## src/hdl/sps_defs.svh

```systemverilog
`ifndef SPS_DEFS_SVH
`define SPS_DEFS_SVH

// strap level that selects the serial port functions
`define SPS_STRAP_SERIAL 1'b1
// level that a uart line shows while idle
`define SPS_UART_IDLE 1'b1
// level returned to a core input whose pin is given to the other function
`define SPS_INPUT_IDLE 1'b0
// pad output level while the pad is not driven
`define SPS_PAD_QUIET 1'b0
// output enable level of a pad that is not driven (enable is active low)
`define SPS_OE_OFF 1'b1
// output enable level of a pad that is driven
`define SPS_OE_ON 1'b0

`endif

```

## src/hdl/sps_pkg.sv

```systemverilog
package sps_pkg;

  // function set carried by the shared pins
  typedef enum logic {
    SPS_MODE_GPIO_UART,
    SPS_MODE_SERIAL
  } sps_mode_t;

  // progress of the strap capture around reset
  typedef enum logic [1:0] {
    SPS_ST_HOLD,
    SPS_ST_RELEASE,
    SPS_ST_RUN
  } sps_state_t;

endpackage

```

## src/hdl/sps_strap_latch.sv

```systemverilog
`timescale 1ns/1ps
`include "sps_defs.svh"

module sps_strap_latch (
  input wire logic i_clk,
  input wire logic i_rst_n,
  input wire logic i_strap,
  output sps_pkg::sps_mode_t o_mode,
  output logic o_mode_valid,
  output logic o_strap_serial
);
  import sps_pkg::*;

  logic sample_r;
  sps_state_t state_r;
  sps_mode_t mode_r;

  // strap follows the pin only while reset is low; the last sample wins
  always_ff @(posedge i_clk) begin
    if (!i_rst_n) begin
      sample_r <= i_strap;
    end
  end

  // hold while reset is low, one release cycle, then run for good
  always_ff @(posedge i_clk) begin
    if (!i_rst_n) begin
      state_r <= SPS_ST_HOLD;
    end else begin
      unique case (state_r)
        SPS_ST_HOLD: state_r <= SPS_ST_RELEASE;
        SPS_ST_RELEASE: state_r <= SPS_ST_RUN;
        SPS_ST_RUN: state_r <= SPS_ST_RUN;
        default: state_r <= SPS_ST_HOLD;
      endcase
    end
  end

  // mode is loaded only at the first edge after reset rises
  always_ff @(posedge i_clk) begin
    if (!i_rst_n) begin
      mode_r <= SPS_MODE_GPIO_UART;
    end else if (state_r == SPS_ST_HOLD) begin
      mode_r <= (sample_r == `SPS_STRAP_SERIAL) ? SPS_MODE_SERIAL : SPS_MODE_GPIO_UART;
    end
  end

  // no other load path: mode stays put until the next reset
  assign o_mode = mode_r;
  assign o_mode_valid = (state_r == SPS_ST_RUN);
  assign o_strap_serial = (sample_r == `SPS_STRAP_SERIAL);

endmodule // sps_strap_latch

```

## src/hdl/sps_pad_cell.sv

```systemverilog
`timescale 1ns/1ps
`include "sps_defs.svh"

module sps_pad_cell (
  input wire logic i_clk,
  input wire logic i_rst_n,
  input wire logic i_live,
  input wire logic i_sel_alt,
  input wire logic i_park_drive,
  input wire logic i_park_value,
  input wire logic i_main_out_only,
  input wire logic i_main_out,
  input wire logic i_main_drive,
  input wire logic i_alt_out,
  input wire logic i_alt_drive,
  output logic o_pad_out,
  output logic o_pad_oe_n
);
  logic armed_r;
  logic req_drive;
  logic out_nxt;
  logic oe_n_nxt;
  logic out_r;
  logic oe_n_r;

  assign req_drive = i_sel_alt ? i_alt_drive : i_main_drive;

  // arm only after the core shows its own drive request low once;
  // a core that leaves reset late cannot then grab the pin early
  always_ff @(posedge i_clk) begin
    if (!i_rst_n || !i_live) begin
      armed_r <= 1'b0;
    end else if (!req_drive) begin
      armed_r <= 1'b1;
    end
  end

  // park value in reset and until live, then the selected function;
  // reset parks at once rather than one edge later through i_live
  always_comb begin
    out_nxt = `SPS_PAD_QUIET;
    oe_n_nxt = `SPS_OE_OFF;
    if (!i_rst_n || !i_live) begin
      out_nxt = i_park_value;
      oe_n_nxt = i_park_drive ? `SPS_OE_ON : `SPS_OE_OFF;
    end else if (!i_sel_alt && i_main_out_only) begin
      out_nxt = (armed_r && i_main_drive) ? i_main_out : i_park_value;
      oe_n_nxt = `SPS_OE_ON;
    end else if (armed_r && req_drive) begin
      out_nxt = i_sel_alt ? i_alt_out : i_main_out;
      oe_n_nxt = `SPS_OE_ON;
    end
  end

  // pad levels leave from flops
  always_ff @(posedge i_clk) begin
    out_r <= out_nxt;
    oe_n_r <= oe_n_nxt;
  end

  assign o_pad_out = out_r;
  assign o_pad_oe_n = oe_n_r;

endmodule // sps_pad_cell

```

## src/hdl/sps_pin_select.sv

```systemverilog
`timescale 1ns/1ps
`include "sps_defs.svh"

module sps_pin_select (
  input wire logic I_SYS_CLK,
  input wire logic I_RST_N,
  input wire logic I_STRAP_SELECT_PIN,
  // package pins
  input wire logic I_SHARED_PIN_A,
  output logic O_SHARED_PIN_A,
  output logic O_SHARED_PIN_A_OE_N,
  input wire logic I_SHARED_PIN_B,
  output logic O_SHARED_PIN_B,
  output logic O_SHARED_PIN_B_OE_N,
  input wire logic I_SHARED_PIN_C,
  output logic O_SHARED_PIN_C,
  output logic O_SHARED_PIN_C_OE_N,
  input wire logic I_SHARED_PIN_D,
  output logic O_SHARED_PIN_D,
  output logic O_SHARED_PIN_D_OE_N,
  input wire logic I_PORT2_SERIAL_IN,
  output logic O_PORT2_SERIAL_OUT,
  output logic O_PORT2_SERIAL_OUT_OE_N,
  // serial port core side
  input wire logic I_PORT2_TX_CLOCK_OUT,
  input wire logic I_PORT2_TX_CLOCK_DRIVE,
  output logic O_PORT2_TX_CLOCK_IN,
  input wire logic I_PORT2_RX_CLOCK_OUT,
  input wire logic I_PORT2_RX_CLOCK_DRIVE,
  output logic O_PORT2_RX_CLOCK_IN,
  input wire logic I_PORT2_TX_FRAME_SYNC_OUT,
  input wire logic I_PORT2_TX_FRAME_SYNC_DRIVE,
  output logic O_PORT2_TX_FRAME_SYNC_IN,
  input wire logic I_PORT2_RX_FRAME_SYNC_OUT,
  input wire logic I_PORT2_RX_FRAME_SYNC_DRIVE,
  output logic O_PORT2_RX_FRAME_SYNC_IN,
  input wire logic I_PORT2_SERIAL_OUT_DATA,
  input wire logic I_PORT2_SERIAL_OUT_DRIVE,
  output logic O_PORT2_SERIAL_IN_DATA,
  // uart core side
  input wire logic I_UART_TX,
  input wire logic I_UART_TX_ACTIVE,
  output logic O_UART_RX,
  // general io core side
  input wire logic I_GENERAL_IO_THREE_OUT,
  input wire logic I_GENERAL_IO_THREE_DRIVE,
  output logic O_GENERAL_IO_THREE_IN,
  input wire logic I_GENERAL_IO_FIVE_OUT,
  input wire logic I_GENERAL_IO_FIVE_DRIVE,
  output logic O_GENERAL_IO_FIVE_IN,
  // selection status
  output sps_pkg::sps_mode_t O_PIN_MODE,
  output logic O_PIN_MODE_VALID
);
  import sps_pkg::*;

  // pin map, strap low then strap high, and state out of reset:
  //   pin a: io three or transmit clock, input either way
  //   pin b: uart transmit driven high, or receive clock as input
  //   pin c: io five or transmit frame sync, input either way
  //   pin d: uart receive or receive frame sync, input either way
  //   serial out: undriven until the port enables it
  //   serial in: not shared, passed through in both modes
  // every driven function must first show its drive request low once
  // after the mode is valid; a core still in its own reset cannot
  // then fight a far-side driver on a freshly released pin
  // limitation: the strap is read as a synchronous level, so a strap that
  // moves in the last reset cycle is taken as sampled at that edge

  // latch outputs and the mode decode built on them
  sps_mode_t mode;
  logic mode_valid;
  logic strap_serial;
  logic serial_sel;
  logic uart_park;
  logic serial_live;
  logic uart_live;

  // serial data out path
  logic dx_armed_r;
  logic dx_out_r;
  logic dx_oe_n_r;
  logic dx_oe_n_nxt;

  // registered return paths towards the cores
  logic tx_clock_in_r;
  logic rx_clock_in_r;
  logic tx_fs_in_r;
  logic rx_fs_in_r;
  logic serial_in_r;
  logic uart_rx_r;
  logic io_three_in_r;
  logic io_five_in_r;

  // picks a pin's level for a function, or its idle level if not chosen
  function automatic logic route_in(input logic chosen, input logic pin_level,
                                    input logic idle_level);
    route_in = chosen ? pin_level : idle_level;
  endfunction

  // true once the latched mode is valid and is the one asked for;
  // before that no function owns any pin
  function automatic logic owns_pins(input logic valid, input sps_mode_t latched,
                                     input sps_mode_t wanted);
    owns_pins = valid && (latched == wanted);
  endfunction

  // strap capture and one-time mode latch;
  // the mode only moves in reset and at the first edge after reset rises
  sps_strap_latch u_strap (
    .i_clk (I_SYS_CLK),
    .i_rst_n (I_RST_N),
    .i_strap (I_STRAP_SELECT_PIN),
    .o_mode (mode),
    .o_mode_valid (mode_valid),
    .o_strap_serial (strap_serial)
  );

  // pad cells pick the alternate function in serial mode
  assign serial_sel = (mode == SPS_MODE_SERIAL);
  // during reset the uart line is parked high whenever the strap asks for it;
  // the live strap sample is used because the mode is not loaded yet
  assign uart_park = !strap_serial;
  // return paths open only for the function that owns the pins
  assign serial_live = owns_pins(mode_valid, mode, SPS_MODE_SERIAL);
  assign uart_live = owns_pins(mode_valid, mode, SPS_MODE_GPIO_UART);

  // pin a: io three or transmit clock, both undriven after reset
  // until the owning core arms the pad
  sps_pad_cell u_pad_a (
    .i_clk (I_SYS_CLK),
    .i_rst_n (I_RST_N),
    .i_live (mode_valid),
    .i_sel_alt (serial_sel),
    .i_park_drive (1'b0),
    .i_park_value (`SPS_PAD_QUIET),
    .i_main_out_only (1'b0),
    .i_main_out (I_GENERAL_IO_THREE_OUT),
    .i_main_drive (I_GENERAL_IO_THREE_DRIVE),
    .i_alt_out (I_PORT2_TX_CLOCK_OUT),
    .i_alt_drive (I_PORT2_TX_CLOCK_DRIVE),
    .o_pad_out (O_SHARED_PIN_A),
    .o_pad_oe_n (O_SHARED_PIN_A_OE_N)
  );

  // pin b: uart transmit (always driven) or receive clock;
  // the uart line is driven high from the second reset edge onward, one edge after the strap sample
  sps_pad_cell u_pad_b (
    .i_clk (I_SYS_CLK),
    .i_rst_n (I_RST_N),
    .i_live (mode_valid),
    .i_sel_alt (serial_sel),
    .i_park_drive (uart_park),
    .i_park_value (`SPS_UART_IDLE),
    .i_main_out_only (1'b1),
    .i_main_out (I_UART_TX),
    .i_main_drive (I_UART_TX_ACTIVE),
    .i_alt_out (I_PORT2_RX_CLOCK_OUT),
    .i_alt_drive (I_PORT2_RX_CLOCK_DRIVE),
    .o_pad_out (O_SHARED_PIN_B),
    .o_pad_oe_n (O_SHARED_PIN_B_OE_N)
  );

  // pin c: io five or transmit frame sync;
  // same arming as pin a, both undriven after reset
  sps_pad_cell u_pad_c (
    .i_clk (I_SYS_CLK),
    .i_rst_n (I_RST_N),
    .i_live (mode_valid),
    .i_sel_alt (serial_sel),
    .i_park_drive (1'b0),
    .i_park_value (`SPS_PAD_QUIET),
    .i_main_out_only (1'b0),
    .i_main_out (I_GENERAL_IO_FIVE_OUT),
    .i_main_drive (I_GENERAL_IO_FIVE_DRIVE),
    .i_alt_out (I_PORT2_TX_FRAME_SYNC_OUT),
    .i_alt_drive (I_PORT2_TX_FRAME_SYNC_DRIVE),
    .o_pad_out (O_SHARED_PIN_C),
    .o_pad_oe_n (O_SHARED_PIN_C_OE_N)
  );

  // pin d: uart receive never drives, so the main drive is tied off;
  // frame sync in serial mode is the only driver this pin can get
  sps_pad_cell u_pad_d (
    .i_clk (I_SYS_CLK),
    .i_rst_n (I_RST_N),
    .i_live (mode_valid),
    .i_sel_alt (serial_sel),
    .i_park_drive (1'b0),
    .i_park_value (`SPS_PAD_QUIET),
    .i_main_out_only (1'b0),
    .i_main_out (`SPS_PAD_QUIET),
    .i_main_drive (1'b0),
    .i_alt_out (I_PORT2_RX_FRAME_SYNC_OUT),
    .i_alt_drive (I_PORT2_RX_FRAME_SYNC_DRIVE),
    .o_pad_out (O_SHARED_PIN_D),
    .o_pad_oe_n (O_SHARED_PIN_D_OE_N)
  );

  // serial data out arms once the port shows its enable low after reset;
  // a port that leaves reset with its enable stuck high stays undriven
  always_ff @(posedge I_SYS_CLK) begin
    if (!I_RST_N || !mode_valid) begin
      dx_armed_r <= 1'b0;
    end else if (!I_PORT2_SERIAL_OUT_DRIVE) begin
      dx_armed_r <= 1'b1;
    end
  end

  // high impedance in reset and until the port enables the driver;
  // reset is read directly so the pad lets go at the first reset edge
  always_comb begin
    dx_oe_n_nxt = `SPS_OE_OFF;
    if (I_RST_N && mode_valid && dx_armed_r && I_PORT2_SERIAL_OUT_DRIVE) begin
      dx_oe_n_nxt = `SPS_OE_ON;
    end
  end

  // data always follows the port one cycle late; only the enable is gated
  always_ff @(posedge I_SYS_CLK) begin
    dx_out_r <= I_PORT2_SERIAL_OUT_DATA;
  end

  // enable flop, so the pad never sees a glitch from the gating terms
  always_ff @(posedge I_SYS_CLK) begin
    dx_oe_n_r <= dx_oe_n_nxt;
  end

  assign O_PORT2_SERIAL_OUT = dx_out_r;
  assign O_PORT2_SERIAL_OUT_OE_N = dx_oe_n_r;

  // pin a towards the serial port; unselected lines rest at idle so the
  // core never sees edges from a pin it does not own
  always_ff @(posedge I_SYS_CLK) begin
    tx_clock_in_r <= route_in(serial_live, I_SHARED_PIN_A, `SPS_INPUT_IDLE);
  end

  // pin a towards general io three
  always_ff @(posedge I_SYS_CLK) begin
    io_three_in_r <= route_in(uart_live, I_SHARED_PIN_A, `SPS_INPUT_IDLE);
  end

  // pin b towards the serial port; in uart mode the pin is an output only
  always_ff @(posedge I_SYS_CLK) begin
    rx_clock_in_r <= route_in(serial_live, I_SHARED_PIN_B, `SPS_INPUT_IDLE);
  end

  // pin c towards the serial port
  always_ff @(posedge I_SYS_CLK) begin
    tx_fs_in_r <= route_in(serial_live, I_SHARED_PIN_C, `SPS_INPUT_IDLE);
  end

  // pin c towards general io five
  always_ff @(posedge I_SYS_CLK) begin
    io_five_in_r <= route_in(uart_live, I_SHARED_PIN_C, `SPS_INPUT_IDLE);
  end

  // pin d towards the serial port
  always_ff @(posedge I_SYS_CLK) begin
    rx_fs_in_r <= route_in(serial_live, I_SHARED_PIN_D, `SPS_INPUT_IDLE);
  end

  // pin d towards the uart; idles high so an unowned line looks like a stop bit
  always_ff @(posedge I_SYS_CLK) begin
    uart_rx_r <= route_in(uart_live, I_SHARED_PIN_D, `SPS_UART_IDLE);
  end

  // serial data in is not shared, so it passes in every mode
  always_ff @(posedge I_SYS_CLK) begin
    serial_in_r <= I_PORT2_SERIAL_IN;
  end

  // serial port returns
  assign O_PORT2_TX_CLOCK_IN = tx_clock_in_r;
  assign O_PORT2_RX_CLOCK_IN = rx_clock_in_r;
  assign O_PORT2_TX_FRAME_SYNC_IN = tx_fs_in_r;
  assign O_PORT2_RX_FRAME_SYNC_IN = rx_fs_in_r;
  assign O_PORT2_SERIAL_IN_DATA = serial_in_r;

  // uart and general io returns
  assign O_UART_RX = uart_rx_r;
  assign O_GENERAL_IO_THREE_IN = io_three_in_r;
  assign O_GENERAL_IO_FIVE_IN = io_five_in_r;

  // status straight from the latch; valid tells the cores
  // when the pin functions have settled
  assign O_PIN_MODE = mode;
  assign O_PIN_MODE_VALID = mode_valid;

endmodule // sps_pin_select

```

## config.mk

```make
export PLATFORM = sky130hd
export DESIGN_NAME = sps_pin_select
export DESIGN_NICKNAME = d
export VERILOG_FILES = /design/src/hdl/sps_pkg.sv /design/src/hdl/sps_strap_latch.sv /design/src/hdl/sps_pad_cell.sv /design/src/hdl/sps_pin_select.sv
export VERILOG_INCLUDE_DIRS = /design/src /design/src/hdl
export SDC_FILE = /design/constraint.sdc
export NUM_CORES = 1
export LEC_CHECK = 0
export BUFFER_PORTS_ARGS = -buffer_cell sky130_fd_sc_hd__buf_2
export CORE_UTILIZATION = 50
export DETAILED_ROUTE_END_ITERATION = 6
export GPL_TIMING_DRIVEN = 0
export PLACE_DENSITY = 0.8
export SLEW_MARGIN = 20
export SYNTH_ARGS = -nofsm -noshare
export SYNTH_HDL_FRONTEND = slang
export SYNTH_HIERARCHICAL = 1
export SYNTH_SLANG_ARGS = --single-unit
```

## constraint.sdc

```tcl
create_clock -name I_SYS_CLK -period 4.4 [get_ports I_SYS_CLK]
set_clock_uncertainty 0.2 [all_clocks]
set_input_delay 0.22 -clock I_SYS_CLK [delete_from_list [all_inputs] [get_ports I_SYS_CLK]]
set_output_delay 0.22 -clock I_SYS_CLK [all_outputs]
set_load 0.005 [all_outputs]
```

======== After elaboration in Yosys (flattened, before gate mapping) ========
Index checks and enable logic that the tools add are counted.
storage, ports and cells
  input port bits ......................... 24
  word-level logic and storage cells ...... 68
  output and inout bits ................... 20
  register bits ........................... 27
operators by class
  reductions and logical operators ........ 18
  muxes and demuxes ....................... 18
  eq/ne operators ......................... 2
  bitwise operators ....................... 4
operator list
  kind                                           count
  2-to-1 mux 1 bit                               17
  logical AND 1 bit                              10
  OR reduction 2 bit                             3
  NOT 1 bit                                      4
  case mux 2 bit (2 select lines)                1
  OR reduction 3 bit                             1
  == test 2 x 1 -> 1 bit, second input constant  1
  == test 2 bit, second input constant           1
  logical NOT 1 bit                              2
  logical NOT 2 bit                              1
  logical OR 1 bit                               1

======== Longest topological paths before layout ========
Gate-level depths: netlist (run 1).
  depth in word-level cells ............... 5
  mapped depth ............................ 5
  gate-level depth less buffers ........... 5

======== By module ========
The synthesis (run 1) kept the hierarchy.
by module, submodules not included
  module           area each (µm²)  times used  cells an instance  seq. area each (µm²)
  sps_pad_cell     155.1            4           18                 60.1
  sps_pin_select   307.8            1           26                 220.2
  sps_strap_latch  165.2            1           14                 90.1

======== Least setup slack after synthesis (run 1) ========
Ideal clock, no wire load.
  path type ............................... register to register
  start point ............................. reg u_strap.mode_r (netlist: u_strap/o_mode)
  end point ............................... reg u_pad_a.oe_n_r (netlist: u_pad_a/o_pad_oe_n)
  stages on the path, launching flop included .. 4
  path buffers ............................ 0
  setup slack ............................. 2.781 ns
  data required time ...................... 4.128 ns
  arrival time ............................ 1.348 ns
  library setup time ...................... 0.072 ns
  clock period less this slack ............ 1.619 ns
  cells stage by stage .................... dfxtp_1 mux2i_1 o22ai_1 mux2i_1
on the way
  longest elaborated chain between the ends .. 3
ends and longest elaborated chain
  item                    RTL line               source
  from (decl)             sps_strap_latch.sv:16  sps_mode_t mode_r;
  from (signal assigned)  sps_strap_latch.sv:44  mode_r <= (sample_r == `SPS_STRAP_SERIAL) ? SPS_MODE_SERIAL : SPS_MODE_GPIO_UART;
  2-to-1 mux 1 bit        sps_pad_cell.sv:26     assign req_drive = i_sel_alt ? i_alt_drive : i_main_drive;
  logical AND 1 bit       sps_pad_cell.sv:49     end else if (armed_r && req_drive) begin
  2-to-1 mux 1 bit        sps_pad_cell.sv:49
  to (signal assigned)    sps_pad_cell.sv:58     oe_n_r <= oe_n_nxt;
  to (decl)               sps_pad_cell.sv:24     logic oe_n_r;
No other way between the ends.
A chain may end at the register's enable or synchronous reset.

======== Worst setup path in the final report (run 1) ========
  start point ............................. reg u_strap.mode_r (netlist: u_strap/o_mode)
  end point ............................... out O_PIN_MODE
RTL lines
  item       RTL line              source
  to (decl)  sps_pin_select.sv:52  output sps_pkg::sps_mode_t O_PIN_MODE,
No word-level cell between the ends.

==> results of run 1 <==
## placed cells by master (no fill, tap or decap)
cell type      instances
buf_2                 43
dfxtp_1               26
conb_1                15
inv_1                 13
nor2_1                13
nand2_1                9
mux2i_1                9
and2_1                 8
dlygate4sd3_1          8
and3_1                 4
o22ai_1                4
o311ai_2               4
nand3_1                4
o21ai_0                4
a22o_2                 4
clkbuf_4               3
ha_1                   3
nand4_1                1
nor2b_4                1
nand2b_1               1
a21oi_1                1
inv_4                  1
edfxtp_1               1
## repair_timing
action | 4_1_cts | 5_1_grt
resized for setup | 0 | 0
endpoints found under the hold margin | 12 | 0
hold buffers | 8 | 0
buffers inserted | 0 | 0
## metrics by stage
| stage | power (mW) | area, um^2 |
|---|---|---|
| floorplan | 0.343 | 1140 |
| global placement | 0.377 | 1390 |
| detailed placement | 0.381 | 1390 |
| CTS | 0.494 | 1500 |
| global route | 0.518 | 1500 |
| finish | 0.490 | 1500 |
## cells in the mapped netlist (all sizes together)
library cell,n,share of area [%]
dfxtp,26,48
nand4,1,0.57
and3,4,2.3
nand3,4,1.8
and2,8,4.6
a21oi,1,0.46
nor2,13,4.5
nand2,9,3.1
inv,13,4.5
o311ai,4,5.9
conb,2,0.69
ha,3,3.4
edfxtp,1,2.7
nor2b,1,1.3
nand2b,1,0.57
o22ai,4,2.3
o21ai,4,1.8
a22o,4,3.7
mux2i,9,8.2
## kinds of logic after synthesis
| logic type | after synthesis |
|---|---|
| and+or+nand+nor | 41 |
| DFF | 27 |
| AOI/OAI and AO/OA | 17 |
| buffers and inverters | 13 |
| muxes | 9 |
| adders and majority gates | 3 |
| other | 2 |
## worst paths after layout
path	endpoint	slack (ps)	cells past startpoint
worst max-delay path	O_PIN_MODE	2400	1
worst min-delay path	O_PORT2_SERIAL_OUT_OE_N	10	2
worst max register to register	u_pad_b/o_pad_oe_n	2540	3
worst min register to register	O_PORT2_SERIAL_OUT_OE_N	220	1
## power breakdown
part | switching (mW) | internal [mW]
clock | 0.0723 | 0.0354
combinational | 0.0468 | 0.0525
sequential | 0.0170 | 0.266
## per-layer routing
metal	routed length, um	share of wire (%)	global-route usage [%]
met4	34	1.6	7.35
met3	92	4.4	2.83
met2	1060	51	36.1
met5	0	0	0
met1	897	43	19.8
## layout make-up
type	count	area [um^2]
sequential	27	551
multi-input combinational	85	543
fill	157	502
timing repair buffer	51	295
inverter	13	48.8
tap	27	33.8
clock buffer	3	22.5
clock inverter	1	6.26
==> impl_metrics.env, run 1 <==
export IMPL_die_h_um=48.8
export IMPL_synth_adder_area_share_pct=3.43
export IMPL_ir_drop_mv=0.243
export IMPL_cts_max_level=1
export IMPL_yosysSeqAreaShare_pct=50.3
export IMPL_regToRegStartpoint="u_strap/o_mode"
export IMPL_drive_above_1_share_pct=31.1
export IMPL_largest_register="u_strap/state_r"
export IMPL_clk_insertion_delay_late_ps=320
export IMPL_fin_crit_ps=2000
export IMPL_drt_iter0_markers=10
export IMPL_run_status="completed"
export IMPL_dp_hpwl_um=1440
export IMPL_synth_compound_area_share_pct=14.2
export IMPL_cts_sinks=27
export IMPL_fin_cells=207
export IMPL_syn_avg_cell_area_um2=9.76
export IMPL_yosys_register_bits=27
export IMPL_post_place_ws_ps=2570
export IMPL_start_util_pct=54.6
export IMPL_syn_area_mm2=0.00109
export IMPL_slowest_delay_ps=1010
export IMPL_crit_start="u_strap/o_mode"
export IMPL_finalSetupViolCount=0
export IMPL_hold_class="in -> reg"
export IMPL_hold_violations=0
export IMPL_max_slew_margin_pct=33.5
export IMPL_utilization_pct=74.9
export IMPL_cp_max_fo=27
export IMPL_critPathLaunchType="flop"
export IMPL_synth_top_family_by_area="simple AND/OR/NAND/NOR gates"
export IMPL_synth_cell_types=19
export IMPL_grt_antenna_before_repair=0
export IMPL_cts_tree="done"
export IMPL_grt_setup_unrepaired="no"
export IMPL_clock_path_buffers=2
export IMPL_grt_pass1_wl_um=3460
export IMPL_max_freq_ghz=0.501
export IMPL_crit_family="flip-flops"
export IMPL_worstHoldStart="I_RST_N"
export IMPL_slew_viol_final=0
export IMPL_grt_pass1_vias=868
export IMPL_io_buffers=43
export IMPL_synth_xor_area_share_pct=0
export IMPL_ys_warn_count=6
export IMPL_worstMarginPinSlew_ps=996
export IMPL_place_inst=195
export IMPL_dieArea_mm2=0.00238
export IMPL_grt_max_degree=28
export IMPL_crit_arrival_ps=1580
export IMPL_cp_required_ps=3980
export IMPL_first_pass_iters=4
export IMPL_fin_tns_setup_ps=0
export IMPL_post_route_drc_count=0
export IMPL_cts_buffers=3
export IMPL_p_leak_nw=0.726
export IMPL_fin_hold_ws_ps=14.8
export IMPL_largest_reg_flops=2
export IMPL_power_density_mw_per_mm2=326
export IMPL_grt_usage_pct=18.7
export IMPL_dr_total_vias=956
export IMPL_gr_total_overflow=0
export IMPL_syn2layout_area_growth_pct=37.2
export IMPL_synthCells=112
export IMPL_row_count=16
export IMPL_routedWlPerCell_um=10.1
export IMPL_path_cells="buf_2"
export IMPL_coreArea_mm2=0.00200
export IMPL_clk_pin_slew_worst_paths_ps=150
export IMPL_cp_end_kind="primary output"
export IMPL_antenna_left=0
export IMPL_yosys_area_share_simple_pct=18.6
export IMPL_diodes=0
export IMPL_synthMuxAreaShare_pct=8.24
export IMPL_critPathSlowestCell="dfxtp_1"
export IMPL_worst_path_buf_inv=1
export IMPL_io_pins=44
export IMPL_nets=208
export IMPL_gp_congestion=0.763
export IMPL_die_w_um=48.8
export IMPL_cts_root_buffer="clkbuf_4"
export IMPL_setup_ws_ps=2400
export IMPL_fin_crit_sh_pct=45.4
export IMPL_postRouteWirelength_um=2090
export IMPL_maxCapViolations=0
export IMPL_vias_per_cell=4.62
export IMPL_crit_type="reg -> out"
Power figures use the tool's default switching activity.
==> run 2, diff against run 1 <==
CORE_ASPECT_RATIO = 1.75   (was not set)
CORE_UTILIZATION = 46   (was 50)
PLACE_DENSITY = 0.75   (was 0.8)
clock period = 1.9 ns   (was 4.4 ns; I/O delays follow)
==> run 2 against run 1 <==
Die area grew 8.7%. First-iteration DRC count grew 100%. Clock-buffer cell count is 1 higher. Design area is 8.5% higher. Highest routed layer unchanged. Via count increased by 3.7%.
==> impl_metrics.env, run 2 (same netlist as run 1, synthesis figures left out) <==
export IMPL_hold_class="in -> reg"
export IMPL_io_pins=44
export IMPL_top_usage_layer="met2"
export IMPL_cp_end_kind="flop"
export IMPL_diodes=0
export IMPL_start_util_pct=48.1
export IMPL_use_met1_pct=20.3
export IMPL_cp_required_ps=1920
export IMPL_power_density_mw_per_mm2=748
export IMPL_postRouteWirelength_um=2250
export IMPL_largest_reg_flops=2
export IMPL_grt_pass1_wl_um=3660
export IMPL_hold_violations=0
export IMPL_cp_max_fo=27
export IMPL_nets=219
export IMPL_die_h_um=66.5
export IMPL_drive_above_1_share_pct=29.3
export IMPL_io_buffers=43
export IMPL_coreArea_mm2=0.00227
export IMPL_cts_max_level=1
export IMPL_largest_register="u_strap/state_r"
export IMPL_dieArea_mm2=0.00258
export IMPL_final_common_cell="buf_2"
export IMPL_finalSetupViolCount=0
export IMPL_crit_type="reg -> reg"
export IMPL_cts_sinks=27
export IMPL_grt_usage_pct=19.7
export IMPL_place_area_mm2=0.00139
export IMPL_slew_viol_final=0
export IMPL_crit_arrival_ps=1760
export IMPL_vias_per_cell=4.59
export IMPL_clk_insertion_delay_late_ps=270
export IMPL_die_w_um=38.9
export IMPL_gp_congestion=0.739
export IMPL_maxCapViolations=0
export IMPL_cts_tree="done"
export IMPL_final_cell_mix="buf_2 (43), dfxtp_1 (25), dlygate4sd3_1 (19)"
export IMPL_post_route_drc_count=0
export IMPL_cts_root_buffer="clkbuf_8"
export IMPL_ir_drop_mv=0.649
export IMPL_row_count=23
export IMPL_clock_path_buffers=2
export IMPL_gr_total_overflow=0
export IMPL_p_leak_nw=0.775
export IMPL_cts_buffers=3
export IMPL_max_slew_margin_pct=61.3
export IMPL_gr_usage_met2_pct=36.7
export IMPL_worstMarginPinSlew_ps=580
export IMPL_run_status="completed"
export IMPL_max_freq_ghz=0.575
export IMPL_dr_total_vias=991
export IMPL_num_fill_cells=184
export IMPL_fin_crit_sh_pct=91.6
export IMPL_grt_setup_unrepaired="no"
export IMPL_utilization_pct=71.6
export IMPL_grt_antenna_before_repair=0
export IMPL_critPathLaunchType="flop"
export IMPL_fin_tns_setup_ps=0
export IMPL_postLayoutCellArea_mm2=0.00163
export IMPL_clk_pin_slew_worst_paths_ps=90
export IMPL_antenna_left=0
export IMPL_drt_iter0_markers=20
export IMPL_syn2layout_area_growth_pct=48.9
export IMPL_dp_hpwl_um=1590
export IMPL_routedWlPerCell_um=10.4
export IMPL_met3_usage_pct=3.00
export IMPL_grt_pass1_vias=964
export IMPL_first_pass_iters=4
export IMPL_fin_crit_ps=1740
export IMPL_grt_max_degree=28
==> run 2: layer usage <==
layer,up-vias,share of wire (%)
met5,-,0
met4,0,1.6
met3,4,3.9
met2,27,55
met1,440,40
li1,520,-
==> run 2: through the flow <==
step                std cells  power, mW  setup slack [ps]  hold slack (ps)
finish                    216       1.22               159             21.3
global route              216       1.29              63.9             40.3
CTS                       216       1.23              36.5             6.14
detailed placement        193      0.885              16.2           0.0702
global placement          193      0.877              37.2           -0.564
floorplan                 125      0.795               281            -77.3
==> run 2: final timing paths <==
path                            slack [ps]                 endpoint  cells past startpoint                       from
worst max-delay path                   160        u_pad_a/o_pad_out                      4             u_strap/o_mode
worst min-delay path                    20        u_pad_c/o_pad_out                      4  I_PORT2_TX_FRAME_SYNC_OUT
worst max register to register         160        u_pad_a/o_pad_out                      4             u_strap/o_mode
worst min register to register         200  O_PORT2_SERIAL_OUT_OE_N                      1                 dx_armed_r
==> run 2: critical path, cell delays in order, from the launching register on <==
cell	delay [ps]
dfxtp_4	550
nand3_1	110
dlygate4sd3_1	570
o21ai_0	100
a22o_2	160
==> run 2: what timing repair did <==
item                       CTS  global route
hold endpoints to repair    18             0
hold buffers                19             0
setup endpoints to repair    1             1
buffers inserted             0             0
gates resized for setup      1             1
==> run 2: layout make-up <==
type	count	area (um^2)	area share, %
clock buffer	4	45.0	2.77
inverter	13	48.8	3.00
multi-input combinational	85	543	33.4
sequential	27	554	34.1
tap	25	31.3	1.92
timing repair buffer	62	405	24.9
==> run 2: where the power goes <==
group / switching (mW) / internal [mW] / leakage [nW]
registers: 0.0387 / 0.616 / 0.225
clock network: 0.165 / 0.150 / 0.0228
logic: 0.113 / 0.135 / 0.527
==> run 3, diff against run 2 <==
CORE_ASPECT_RATIO = not set   (was 1.75)
CORE_UTILIZATION = 50   (was 46)
PLACE_DENSITY = 0.8   (was 0.75)
clock period = 2.15 ns   (was 1.9 ns; I/O delays follow)
==> run 3 against run 2 <==
Sequential power is 12% lower. Clock power is 30% lower. Core utilization is 11 points higher. Global-route usage is 0.38 points higher. Worst setup slack better by 94 ps. Clock-buffer cell count is 1 lower. Register-to-register slack better by 120 ps. Power is 15% lower. Sequential cell count stayed put. Wire length is 1.2% higher. Non-clock buffer count is 4 higher. Critical path type is now reg -> out. Highest routed layer unchanged.
==> impl_metrics.env, run 3 (same netlist as run 1, synthesis figures left out) <==
export IMPL_nets=223
export IMPL_run_status="completed"
export IMPL_routedWlPerCell_um=10.2
export IMPL_clk_pin_slew_worst_paths_ps=150
export IMPL_start_util_pct=54.6
export IMPL_worstMarginPinSlew_ps=1010
export IMPL_grt_pass1_wl_um=3740
export IMPL_cp_end_kind="primary output"
export IMPL_syn2layout_area_growth_pct=51.1
export IMPL_slew_viol_final=0
export IMPL_gr_total_overflow=0
export IMPL_rrSetupSlack_ps=280
export IMPL_seq_area_um2=551
export IMPL_cts_tree="done"
export IMPL_max_slew_margin_pct=32.5
export IMPL_first_pass_iters=2
export IMPL_slowest_delay_ps=1020
export IMPL_fin_crit_sh_pct=88.2
export IMPL_antenna_left=0
export IMPL_postRouteWirelength_um=2270
export IMPL_clock_path_buffers=2
export IMPL_power_density_mw_per_mm2=622
export IMPL_crit_family="flip-flops"
export IMPL_rr_worst_depth=3
export IMPL_whs_endpoint="u_pad_c/o_pad_out"
export IMPL_cts_setup_buffers=0
export IMPL_r2r_end="u_pad_b/o_pad_oe_n"
export IMPL_fin_tns_setup_ps=0
export IMPL_diodes=0
export IMPL_met3_usage_pct=2.83
export IMPL_cts_root_buffer="clkbuf_4"
export IMPL_gr_usage_met2_pct=40.5
export IMPL_post_place_ws_ps=325
export IMPL_grt_setup_unrepaired="no"
export IMPL_hold_violations=0
export IMPL_finalSetupViolCount=0
export IMPL_maxCapViolations=0
export IMPL_cts_buffers=3
export IMPL_min_path_cells=4
export IMPL_clk_insertion_delay_late_ps=320
export IMPL_grt_pass1_vias=965
export IMPL_vias_per_cell=4.55
export IMPL_num_fill_cells=138
export IMPL_critPathSlowestCell="dfxtp_1"
export IMPL_grt_max_degree=28
export IMPL_fin_crit_ps=1900
export IMPL_gp_congestion=0.763
export IMPL_top_usage_layer="met2"
export IMPL_critPathLaunchType="flop"
export IMPL_coreArea_mm2=0.00200
export IMPL_cts_sinks=27
export IMPL_largest_register="u_strap/state_r"
export IMPL_row_count=16
export IMPL_worst_path_buf_inv=1
export IMPL_grt_usage_pct=20.1
export IMPL_dp_hpwl_um=1440
export IMPL_cp_max_fo=27
export IMPL_path_cells="buf_2"
export IMPL_grt_antenna_before_repair=0
export IMPL_final_cell_mix="buf_2 (43), dfxtp_1 (26), dlygate4sd3_1 (23)"
export IMPL_max_freq_ghz=0.527
export IMPL_ir_drop_mv=0.499
export IMPL_setup_ws_ps=253
export IMPL_cp_required_ps=1840
export IMPL_dieArea_mm2=0.00238
export IMPL_multi_input_area_um2=546
export IMPL_post_route_drc_count=0
export IMPL_die_w_um=48.8
export IMPL_crit_arrival_ps=1590
export IMPL_io_buffers=43
export IMPL_io_pins=44
export IMPL_drt_iter0_markers=27
export IMPL_die_h_um=48.8
export IMPL_p_leak_nw=0.790
export IMPL_largest_reg_flops=2
export IMPL_drive_above_1_share_pct=29.2
export IMPL_hold_class="in -> reg"
export IMPL_cts_max_level=1
export IMPL_crit_type="reg -> out"
export IMPL_dr_total_vias=1010
export IMPL_final_common_cell="buf_2"
export IMPL_worstHoldStart="I_GENERAL_IO_FIVE_OUT"
export IMPL_regToRegStartpoint="u_strap/o_mode"
export IMPL_use_met1_pct=20.8
[run 3: metal layers]
metal  routed length (um)  share of wire, %
met1                  986                43
met2                 1190                52
met3                   86               3.8
met4                   14              0.62
met5                    0                 0
[run 3: timing repair]
| item | CTS | global route |
|---|---|---|
| hold endpoints to repair | 26 | 0 |
| gates resized for setup | 0 | 1 |
| hold buffers | 23 | 0 |
| endpoints found under the setup margin | 0 | 1 |
[run 3: worst max-delay path by stage]
stage,from,to,slack (ps),cells after the start
after floorplan,u_strap/o_mode,u_pad_a/o_pad_oe_n,530,3
after global placement,u_strap/o_mode,u_pad_a/o_pad_oe_n,340,3
after detailed placement,u_strap/o_mode,u_pad_b/o_pad_oe_n,320,3
after CTS,u_strap/state_r[0],dx_armed_r,170,5
after global routing,u_strap/o_mode,O_PIN_MODE,130,1
final,u_strap/o_mode,O_PIN_MODE,250,1
[run 3: final cells by class]
type,count,area share [%]
clock inverters,1,0.379
inverters,13,2.95
flip-flops and latches,27,33.3
well taps,27,2.04
clock buffers,3,1.36
repair buffers,66,26.9
multi-input cells,85,33.0
[run 3: through the flow]
stage / total power [mW] / instance area, um^2 / util, % / hold slack (ps) / cells
floorplan: 0.702 / 1140 / - / -64.8 / 125
global placement: 0.772 / 1390 / 69.5 / 11.7 / 195
detailed placement: 0.780 / 1390 / 69.5 / 19.6 / 195
CTS: 1.03 / 1650 / 82.4 / 1.01 / 222
global route: 1.08 / 1650 / 82.6 / 53.2 / 222
finish: 1.03 / 1650 / 82.6 / 10.9 / 222
[run 3: report_power, final]
part | switching [mW] | internal [mW] | leakage [nW]
clock network | 0.149 | 0.0724 | 0.0183
registers | 0.0349 | 0.544 | 0.224
logic | 0.101 | 0.126 | 0.547
